`src/adc_seq_defs.svh`:
```
// constants for the converter sequencer control block
`ifndef ADC_SEQ_DEFS_SVH
`define ADC_SEQ_DEFS_SVH
`define ADR_CTRL1 4'h0
`define ADR_CTRL2 4'h1
`define ADR_RSQ0 4'h2
`define ADR_RSQ1 4'h3
`define ADR_RSQ2 4'h4
`define ADR_JSQ 4'h5
`define ADR_STAT 4'h6
`define ADR_RRES 4'h7
`define ADR_JRES 4'h8
`define ADR_HIGH 4'h9
`define ADR_LOW 4'ha
`define CONV_CYCLES 5'h0e
`define STAB_NS 1000
`define CLK_NS 25
`define STAB_CYCLES ((`STAB_NS + `CLK_NS - 1) / `CLK_NS)
`define HIGH_RST 12'hfff
`define LOW_RST 12'h000
`define B_CH_PICK 4:0
`define B_IRQ_R 5
`define B_IRQ_J 6
`define B_IRQ_W 7
`define B_SWEEP 8
`define B_ONE_CH 9
`define B_AUTO 10
`define B_MON_J 22
`define B_MON_R 23
`define B_PWR 0
`define B_REPEAT 1
`define B_XDMA 8
`define B_RTRG_EN 20
`define B_JTRG_EN 15
`define B_RATIO2 31
`define B_F_W 0
`define B_F_R 1
`define B_F_J 2
`endif

```
`src/adc_seq_pkg.sv`:
```
// types for the converter sequencer control block
package adc_seq_pkg;
	typedef enum logic [2:0] {S_OFF, S_WAKE, S_READY, S_CONV, S_GAP} seq_state_e;
	typedef logic [4:0] chan_t;
endpackage : adc_seq_pkg

```
`src/adc_edge_sync.sv`:
```
// two-flop synchroniser with rising-edge pulse
`timescale 1ns/1ps
`default_nettype none
module adc_edge_sync (
	input wire logic i_clk_sys,
	input wire logic i_rst_n,
	input wire logic i_async,
	output logic o_rise
);
	logic [2:0] sync_q;
	always_ff @(posedge i_clk_sys or negedge i_rst_n) begin
		if (!i_rst_n) begin
			sync_q <= 3'h0;
		end else begin
			sync_q <= {sync_q[1:0], i_async};
		end
	end
	assign o_rise = sync_q[1] & ~sync_q[2];
endmodule : adc_edge_sync
`default_nettype wire

```
`src/adc_sequencer_control.sv`:
```
// sequencer control for a successive-approximation converter
`timescale 1ns/1ps
`default_nettype none
`include "adc_seq_defs.svh"
module adc_sequencer_control (
	input wire logic i_clk_sys,
	input wire logic i_rst_n,
	input wire logic [3:0] i_addr,
	input wire logic [31:0] i_wdata,
	input wire logic i_wr,
	input wire logic i_rd,
	output logic [31:0] o_rdata,
	input wire logic i_reg_trig,
	input wire logic i_pri_trig,
	input wire logic [11:0] i_conv_data,
	output logic o_sample,
	output logic [4:0] o_channel,
	output logic o_power,
	output logic o_irq,
	output logic o_dma_req
);
	// converter_clock is i_clk_sys, synchronous to the bus clock
	logic [31:0] ctrl1_q;
	logic [31:0] ctrl2_q;
	logic [29:0] rsq_q [0:2];
	logic [31:0] jsq_q;
	logic [11:0] high_q;
	logic [11:0] low_q;
	logic [15:0] rres_q;
	logic [15:0] jres_q;
	logic [2:0] flag_q;
	logic [31:0] rdata_q;
	logic dma_q;
	adc_seq_pkg::seq_state_e state_q;
	adc_seq_pkg::seq_state_e state_d;
	logic [15:0] stab_q;
	logic [4:0] cyc_q;
	logic [1:0] gap_q;
	logic [3:0] ridx_q;
	logic [1:0] jidx_q;
	logic inj_q;
	logic rpend_q;
	logic rsus_q;
	logic [3:0] rlen;
	logic [1:0] jlen;
	logic reg_rise;
	logic pri_rise;
	adc_edge_sync u_rsync (
		.i_clk_sys(i_clk_sys),
		.i_rst_n(i_rst_n),
		.i_async(i_reg_trig),
		.o_rise(reg_rise)
	);
	adc_edge_sync u_jsync (
		.i_clk_sys(i_clk_sys),
		.i_rst_n(i_rst_n),
		.i_async(i_pri_trig),
		.o_rise(pri_rise)
	);
	function automatic adc_seq_pkg::chan_t reg_entry(input logic [29:0] w0,
		input logic [29:0] w1, input logic [29:0] w2, input logic [3:0] idx);
		logic [29:0] w;
		w = (idx < 4'h6) ? w0 : (idx < 4'hc) ? w1 : w2;
		case (idx)
			4'h0, 4'h6, 4'hc: reg_entry = w[4:0];
			4'h1, 4'h7, 4'hd: reg_entry = w[9:5];
			4'h2, 4'h8, 4'he: reg_entry = w[14:10];
			4'h3, 4'h9, 4'hf: reg_entry = w[19:15];
			4'h4, 4'ha: reg_entry = w[24:20];
			default: reg_entry = w[29:25];
		endcase
	endfunction : reg_entry
	wire wr_ctrl2 = i_wr && (i_addr == `ADR_CTRL2);
	wire pwr_set = wr_ctrl2 && i_wdata[`B_PWR];
	wire pwr_clr = wr_ctrl2 && !i_wdata[`B_PWR];
	wire seq_wr = i_wr && (i_addr == `ADR_RSQ0 || i_addr == `ADR_RSQ1 ||
		i_addr == `ADR_RSQ2 || i_addr == `ADR_JSQ);
	wire sweep = ctrl1_q[`B_SWEEP];
	wire auto_f = ctrl1_q[`B_AUTO];
	wire repeat_m = ctrl2_q[`B_REPEAT];
	assign rlen = rsq_q[2][23:20];
	assign jlen = jsq_q[21:20];
	// an injected trigger is ignored under auto follow
	wire jtrig = pri_rise && ctrl2_q[`B_JTRG_EN] && !auto_f;
	wire rtrig = reg_rise && ctrl2_q[`B_RTRG_EN];
	wire rstart = rtrig || (pwr_set && state_q == adc_seq_pkg::S_READY);
	wire conv_done = (state_q == adc_seq_pkg::S_CONV) && (cyc_q == `CONV_CYCLES - 5'h1);
	wire inj_now = (state_q == adc_seq_pkg::S_CONV) && !inj_q && jtrig && sweep;
	// entry selection: channels 16 and 17 are internal sources
	wire [4:0] rchan = reg_entry(rsq_q[0], rsq_q[1], rsq_q[2], ridx_q);
	wire [4:0] jchan = (jidx_q == 2'h0) ? jsq_q[4:0] : (jidx_q == 2'h1) ? jsq_q[9:5] :
		(jidx_q == 2'h2) ? jsq_q[14:10] : jsq_q[19:15];
	wire [4:0] cur_chan = inj_q ? jchan : rchan;
	wire r_last = ridx_q == rlen;
	wire j_last = jidx_q == jlen;
	// window check on raw data, justification not applied
	wire out_win = (i_conv_data < low_q) || (i_conv_data > high_q);
	wire guard_grp = inj_q ? ctrl1_q[`B_MON_J] : ctrl1_q[`B_MON_R];
	wire guard_ch = !ctrl1_q[`B_ONE_CH] || (cur_chan == ctrl1_q[`B_CH_PICK]);
	wire win_hit = conv_done && guard_grp && guard_ch && out_win;
	// group advance decisions at the end of a conversion
	wire r_more = sweep && !r_last;
	wire j_more = sweep && !j_last;
	wire go_inj_auto = !inj_q && r_last && auto_f;
	wire inj_end = inj_q && (!j_more);
	wire [1:0] gap_len = ctrl2_q[`B_RATIO2] ? 2'h2 : 2'h1;
	always_comb begin
		state_d = state_q;
		case (state_q)
			adc_seq_pkg::S_OFF: if (pwr_set) state_d = adc_seq_pkg::S_WAKE;
			adc_seq_pkg::S_WAKE: if (stab_q == 16'h0) state_d = adc_seq_pkg::S_READY;
			adc_seq_pkg::S_READY: begin
				if (rstart || (jtrig && sweep) || rpend_q) state_d = adc_seq_pkg::S_CONV;
			end
			adc_seq_pkg::S_CONV: begin
				if (conv_done) begin
					if (inj_q) begin
						if (j_more) state_d = adc_seq_pkg::S_CONV;
						else if (auto_f && repeat_m) state_d = adc_seq_pkg::S_GAP;
						else if (rpend_q || rsus_q) state_d = adc_seq_pkg::S_CONV;
						else state_d = adc_seq_pkg::S_READY;
					end else if (go_inj_auto) begin
						state_d = adc_seq_pkg::S_GAP;
					end else if (r_more || repeat_m) begin
						state_d = adc_seq_pkg::S_CONV;
					end else begin
						state_d = adc_seq_pkg::S_READY;
					end
				end
			end
			adc_seq_pkg::S_GAP: if (gap_q == 2'h1) state_d = adc_seq_pkg::S_CONV;
			default: state_d = adc_seq_pkg::S_OFF;
		endcase
		if (pwr_clr) state_d = adc_seq_pkg::S_OFF;
	end
	always_ff @(posedge i_clk_sys or negedge i_rst_n) begin
		if (!i_rst_n) begin
			state_q <= adc_seq_pkg::S_OFF;
			stab_q <= 16'h0;
			gap_q <= 2'h0;
		end else begin
			state_q <= state_d;
			if (state_q == adc_seq_pkg::S_OFF) stab_q <= 16'(`STAB_CYCLES);
			else if (stab_q != 16'h0) stab_q <= stab_q - 16'h1;
			if (state_q != adc_seq_pkg::S_GAP) gap_q <= gap_len;
			else gap_q <= gap_q - 2'h1;
		end
	end
	// conversion timer: restarts on start, abort or sequence write
	wire conv_restart = (state_q != adc_seq_pkg::S_CONV) || conv_done || inj_now || seq_wr;
	always_ff @(posedge i_clk_sys or negedge i_rst_n) begin
		if (!i_rst_n) begin
			cyc_q <= 5'h0;
		end else if (conv_restart) begin
			cyc_q <= 5'h0;
		end else begin
			cyc_q <= cyc_q + 5'h1;
		end
	end
	// group position, injection bookkeeping
	always_ff @(posedge i_clk_sys or negedge i_rst_n) begin
		if (!i_rst_n) begin
			ridx_q <= 4'h0;
			jidx_q <= 2'h0;
			inj_q <= 1'b0;
			rsus_q <= 1'b0;
		end else if (state_q == adc_seq_pkg::S_OFF) begin
			ridx_q <= 4'h0;
			jidx_q <= 2'h0;
			inj_q <= 1'b0;
			rsus_q <= 1'b0;
		end else if (state_q == adc_seq_pkg::S_READY) begin
			inj_q <= jtrig && sweep;
			jidx_q <= 2'h0;
			rsus_q <= 1'b0;
			if (!(jtrig && sweep)) ridx_q <= 4'h0;
		end else if (inj_now) begin
			inj_q <= 1'b1;
			jidx_q <= 2'h0;
			// remembers that a regular group was cut and must resume
			rsus_q <= 1'b1;
		end else if (conv_done) begin
			if (inj_q) begin
				if (j_more) begin
					jidx_q <= jidx_q + 2'h1;
				end else begin
					inj_q <= 1'b0;
					jidx_q <= 2'h0;
					rsus_q <= 1'b0;
					// a cut regular group resumes at the aborted entry
					if (auto_f || (rpend_q && !rsus_q)) ridx_q <= 4'h0;
				end
			end else if (go_inj_auto) begin
				inj_q <= 1'b1;
				jidx_q <= 2'h0;
			end else if (sweep) begin
				ridx_q <= r_last ? 4'h0 : ridx_q + 4'h1;
			end
		end else if (seq_wr && state_q == adc_seq_pkg::S_CONV) begin
			if (inj_q) jidx_q <= 2'h0;
			else ridx_q <= 4'h0;
		end
	end
	// a regular trigger during an injected sequence waits for its end
	always_ff @(posedge i_clk_sys or negedge i_rst_n) begin
		if (!i_rst_n) begin
			rpend_q <= 1'b0;
		end else if (state_q == adc_seq_pkg::S_OFF || state_q == adc_seq_pkg::S_READY) begin
			rpend_q <= 1'b0;
		end else if (state_q == adc_seq_pkg::S_CONV && inj_q && rtrig) begin
			rpend_q <= 1'b1;
		end else if (conv_done && inj_end) begin
			rpend_q <= 1'b0;
		end
	end
	// results, flags and transfer request
	always_ff @(posedge i_clk_sys or negedge i_rst_n) begin
		if (!i_rst_n) begin
			rres_q <= 16'h0;
			jres_q <= 16'h0;
			flag_q <= 3'h0;
			dma_q <= 1'b0;
		end else begin
			dma_q <= conv_done && !inj_q && ctrl2_q[`B_XDMA];
			if (conv_done && !inj_q) rres_q <= {4'h0, i_conv_data};
			if (conv_done && inj_q) jres_q <= {4'h0, i_conv_data};
			// set wins over a software clear in the same cycle
			if (i_wr && i_addr == `ADR_STAT) flag_q <= flag_q & i_wdata[2:0];
			if (win_hit) flag_q[`B_F_W] <= 1'b1;
			if (conv_done && !inj_q) flag_q[`B_F_R] <= 1'b1;
			if (conv_done && inj_q) flag_q[`B_F_J] <= 1'b1;
		end
	end
	// register writes
	always_ff @(posedge i_clk_sys or negedge i_rst_n) begin
		if (!i_rst_n) begin
			ctrl1_q <= 32'h0;
			ctrl2_q <= 32'h0;
			rsq_q[0] <= 30'h0;
			rsq_q[1] <= 30'h0;
			rsq_q[2] <= 30'h0;
			jsq_q <= 32'h0;
			high_q <= `HIGH_RST;
			low_q <= `LOW_RST;
		end else if (i_wr) begin
			case (i_addr)
				`ADR_CTRL1: ctrl1_q <= i_wdata;
				`ADR_CTRL2: ctrl2_q <= i_wdata;
				`ADR_RSQ0: rsq_q[0] <= i_wdata[29:0];
				`ADR_RSQ1: rsq_q[1] <= i_wdata[29:0];
				`ADR_RSQ2: rsq_q[2] <= i_wdata[29:0];
				`ADR_JSQ: jsq_q <= {10'h0, i_wdata[21:0]};
				`ADR_HIGH: high_q <= i_wdata[11:0];
				`ADR_LOW: low_q <= i_wdata[11:0];
				default: ;
			endcase
		end
	end
	// register reads, answer one cycle later, unmapped reads zero
	wire [31:0] rd_mux = (i_addr == `ADR_CTRL1) ? ctrl1_q :
		(i_addr == `ADR_CTRL2) ? ctrl2_q :
		(i_addr == `ADR_RSQ0) ? {2'h0, rsq_q[0]} :
		(i_addr == `ADR_RSQ1) ? {2'h0, rsq_q[1]} :
		(i_addr == `ADR_RSQ2) ? {2'h0, rsq_q[2]} :
		(i_addr == `ADR_JSQ) ? jsq_q :
		(i_addr == `ADR_STAT) ? {26'h0, 3'(state_q), flag_q} :
		(i_addr == `ADR_RRES) ? {16'h0, rres_q} :
		(i_addr == `ADR_JRES) ? {16'h0, jres_q} :
		(i_addr == `ADR_HIGH) ? {20'h0, high_q} :
		(i_addr == `ADR_LOW) ? {20'h0, low_q} : 32'h0;
	always_ff @(posedge i_clk_sys or negedge i_rst_n) begin
		if (!i_rst_n) begin
			rdata_q <= 32'h0;
		end else begin
			rdata_q <= i_rd ? rd_mux : 32'h0;
		end
	end
	assign o_rdata = rdata_q;
	assign o_dma_req = dma_q;
	assign o_sample = (state_q == adc_seq_pkg::S_CONV) && (cyc_q == 5'h0);
	assign o_channel = cur_chan;
	assign o_power = state_q != adc_seq_pkg::S_OFF;
	assign o_irq = (flag_q[`B_F_R] && ctrl1_q[`B_IRQ_R]) ||
		(flag_q[`B_F_J] && ctrl1_q[`B_IRQ_J]) ||
		(flag_q[`B_F_W] && ctrl1_q[`B_IRQ_W]);
endmodule : adc_sequencer_control
`default_nettype wire

```
`config.mk`:
```
export PLATFORM = sky130hd
export DESIGN_NAME = adc_sequencer_control
export DESIGN_NICKNAME = d
export VERILOG_FILES = /design/src/adc_seq_pkg.sv /design/src/adc_edge_sync.sv /design/src/adc_sequencer_control.sv
export VERILOG_INCLUDE_DIRS = /design/src
export SDC_FILE = /design/constraint.sdc
export NUM_CORES = 1
export LEC_CHECK = 0
export BUFFER_PORTS_ARGS = -buffer_cell sky130_fd_sc_hd__buf_2
export CELL_PAD_IN_SITES_DETAIL_PLACEMENT = 0
export CELL_PAD_IN_SITES_GLOBAL_PLACEMENT = 2
export CORE_MARGIN = 8
export CORE_UTILIZATION = 40
export DETAILED_ROUTE_END_ITERATION = 10
export PLACE_DENSITY_LB_ADDON = 0.1
export SETUP_SLACK_MARGIN = 0.02
export SLEW_MARGIN = 20
export SYNTH_ARGS = -nofsm -noshare
export SYNTH_HDL_FRONTEND = slang
export SYNTH_HIERARCHICAL = 1
export SYNTH_SLANG_ARGS = --single-unit
```
`constraint.sdc`:
```
create_clock -name i_clk_sys -period 4.4 [get_ports i_clk_sys]
set_clock_uncertainty 0.15 [all_clocks]
set_input_delay 0.66 -clock i_clk_sys [delete_from_list [all_inputs] [get_ports i_clk_sys]]
set_output_delay 0.66 -clock i_clk_sys [all_outputs]
set_load 0.02 [all_outputs]
```
==> results.md <==
- Cell count after synthesis: between 1k and 1.5k
- Outcome: finished, final reports clean
- Number of synthesized flops with an enable pin: 0
- Routed wire length per instance: ~25 um
- Cell type contributing the most total cell area after synthesis: dfrtp_1
- Syn_nets: roughly 1.5k
- Die width: roughly 210 um
- Syn Area/Cell: around 11 um2
- Kind of end point of the critical path: output pin
- Kind of critical path: reg2out
- Power Dens Cells: 485.0 nW/um2
- Area growth from synthesis to final layout: 14.14%
- Hold slack final: between 0.05 and 0.06 ns
- Leak Pwr: 7.678 nW
- Most instantiated library cell after synthesis: dfrtp_1
- Required time at the worst-slack endpoint: ~3.6 ns
- Fraction of synthesized cell area taken by the top area cell type: between 40 and 50%
- Setup Viol. Count Final: 0
- Final critical-path required period: 4.148 ns
- Util after Layout: ~46%
- Area of all sequential standard cells: approximately 7500 um2
- Max stage delay on crit path: approximately 0.63 ns
- Type of the most critical hold path: in2async
- Worst slew pin tran: 1.117 ns
- Critical path data arrival time: 3.34 ns
- Std-Cell Core Area: around 38000 um2
- End of the worst register-to-register path: flag_q[0]$_DFFE_PN0P_
- Fin. max-slew vios: 0
- Count of pins on the block boundary: 95
- Clock latency of the later-clocked register in the worst-skew pair: 0.54 ns
- Path depth of the worst reg2reg path: 10
- Drc violations: 0
- Setup repair after global routing missed its margin: false
- Master cell of the clock root buffer: clkbuf_16
- Final-report hold violation count: 0
- Most used flip-flop cell after synthesis: dfrtp_1
- Total negative slack for setup checks: 0 ns
- Max-cap viol count: 0
- Number of CTS-inserted buffers: 36
- Area of the die: roughly 45000 um2
- Topmost layer with routed signal wires: met4
- Post-synthesis cell area: about 15000 um2
- Number of fillers in the final layout: roughly 3.6k
- Number of non-filler instances in the completed layout: approximately 2k
- Top post-synthesis cells by area: dfrtp_1, mux2_2, a22oi_1
- # hold bufs at CTS: 0
- Maximum root-to-sink buffer count: 3
- Chip height: 211.7 um
- FF-to-FF Start: ridx_q[1]$_DFFE_PN0P_
- DRT antenna net count: 0
- Met3 wirelength from detailed routing: roughly 2200 um
- Via count of the first global-routing pass: between 10k and 15k
- Total global routing overflow: 0
- Cell Count Post-Placement: between 1.5k and 2k
- Aggregate routed wire length: 49440 um
- Slowest stage cell, crit path: ha_1
- Minimum setup slack among reg-to-reg paths: approximately 0.85 ns
- Area of the multi-input gates: between 7000 and 8000 um2
- Count of standard-cell rows: 71
- Worst relative slew slack: between 20 and 30%
- Maximum resistive drop on vdd: 0.0003069 V
- Series of cell instances along the critical path: ha_1 > and3_1 > a31oi_2 > a221o_1 > o2111a_1 > a211oi_1 > buf_4 > buf_2
- Detailed-routing wirelength on met1: between 20000 and 25000 um
- Fraction of registers with async set/reset: 100.0%
- Clock tree from TritonCTS: built
- Number of register bits inferred by synthesis: between 300 and 400
- Quantity of I/O buffers inserted on ports: 94
- Number of DRC markers in iteration 0: between 900 and 1k
- Average vias per placed instance: 5.775
- Vias: about 11k
- Kind of start point of the critical path: flop
- Routability congestion estimate: 0.8958
- Fraction of layout instances using a drive strength above 1: 30.42%
- Most used standard cells in the synthesized netlist: dfrtp_1, mux2_2, nand2_1, nor2_1, a22oi_1
- Number of library cell types mapped by synthesis: 85
- Worst-path clk slew: roughly 0.06 ns
- Final Cycle Share: between 90% and 100%
- H-Tree Depth: 2
- Detailed-routing iteration count for the pre-antenna-repair pass: 7
- Effective utilization at floorplan: between 40% and 50%
- WL met2: about 23000 um
- Net count of the finished layout: between 1.5k and 2k
- Highest fanout seen on the critical path: 16
- Number of synthesis warnings: 6
- Hpwl dp: ~35000 um
- Global routing usage summed across all routing layers: 22.24%
- Maximum number of pins on one net before global-route repair: between 100 and 150
- Antenna violations before repair: 1
- Number of sinks on the clock net: ~300
- First-pass GRT wire length: 75860 um
- Maximum clock rate: between 200 and 250 MHz
- Sequential share of the synthesized area: 49.29%
## metal layers
metal | global-route usage (%) | vias to the layer above
li1 | - | 5242
met1 | 31.21 | 5911
met2 | 35.87 | 270
met3 | 3.002 | 57
met4 | 5.775 | 0
met5 | 0 | -
## sequential cells by signal (all words and copies together), names as in the netlist
name and count:
ctrl1_q 32, ctrl2_q 32, cyc_q 5, flag_q 3, gap_q 2, high_q 12
inj_q 1, jidx_q 2, jres_q 12, jsq_q 22, low_q 12, o_dma_req 1
o_rdata 32, ridx_q 4, rlen 4, rpend_q 1, rres_q 12, rsq_q 86
rsus_q 1, stab_q 16, state_q 3, u_jsync/sync_q 3, u_rsync/sync_q 3
## power by group
group / switching [mW] / leakage, nW / internal (mW)
Combinational: 0.826 / 3.42 / 0.795
Sequential: 0.592 / 3.71 / 3.36
Clock: 1.18 / 0.554 / 1.72
## what timing repair did
action,in CTS,in global routing
buffers inserted,0,0
resized for setup,0,2
endpoints found under the setup margin,0,2
## stage by stage
| stage | total power [mW] | cell area, um2 | setup slack (ns) |
|---|---|---|---|
| 6_report | 8.476 | 17480 | 0.2520 |
| 5_1_grt | 8.924 | 17480 | 0.08219 |
| 4_1_cts | 8.576 | 17470 | 0.1569 |
| 3_5_place_dp | 5.623 | 16330 | 0.7407 |
| 3_3_place_gp | 5.595 | 16330 | 0.8042 |
| 2_1_floorplan | 4.909 | 15310 | 0.6546 |
## worst max-delay path: cells and delay by family (launching register included)
family                   cells  cell delay, ns
flip-flops                   1            0.56
AO/OA/AOI/OAI                4            0.98
adder cells (fa/ha/maj)      1            0.63
buffers and inverters        2            0.36
AND/OR/NAND/NOR              1            0.27
## placed cells by master (no fill, tap or decap), drive strengths merged, types with 4 or more instances in the layout
master	instances
o211ai	13
dfrtp	289
a221oi	5
buf	130
a21oi	48
nand3	26
a21o	9
inv	48
or2	4
or3	4
nor2b	15
dfstp	12
xor2	15
nand4	8
a221o	4
clkinv	4
nand2b	13
a31oi	26
mux2	226
nor2	76
a211oi	15
a211o	5
ha	35
nand2	103
xnor2	13
o2111a	4
nor3	14
o22ai	38
nand3b	4
o31a	4
clkbuf	55
a222oi	12
mux2i	19
a22oi	69
o21ai	53
and3	8
## how the worst max path moves through the flow
stage	cells past startpoint	end	start
detailed placement	8	o_channel[1]	ridx_q[1]$_DFFE_PN0P_
global placement	8	o_channel[1]	ridx_q[1]$_DFFE_PN0P_
global route	8	o_channel[2]	ridx_q[0]$_DFFE_PN0P_
floorplan	12	flag_q[0]$_DFFE_PN0P_	ridx_q[1]$_DFFE_PN0P_
CTS	8	o_channel[1]	ridx_q[1]$_DFFE_PN0P_
finish	8	o_channel[1]	ridx_q[1]$_DFFE_PN0P_
## cells by family after synthesis
logic type	share of synthesized area, %
mux	17.86
xor+xnor	1.602
fa+ha+maj	2.860
simple gates	9.364
buf+inv	3.881
flops	49.29
compound gates	15.14
## cell type report
class | count | share of cell area [%]
flip-flops and latches | 301 | 43.20
multi-input cells | 936 | 41.19
clock buffers | 55 | 6.085
repair buffers | 130 | 4.439
well taps | 511 | 3.658
inverters | 47 | 1.009
clock inverters | 7 | 0.4009
diodes | 1 | 0.01432
(Power assumes the default switching activity.)
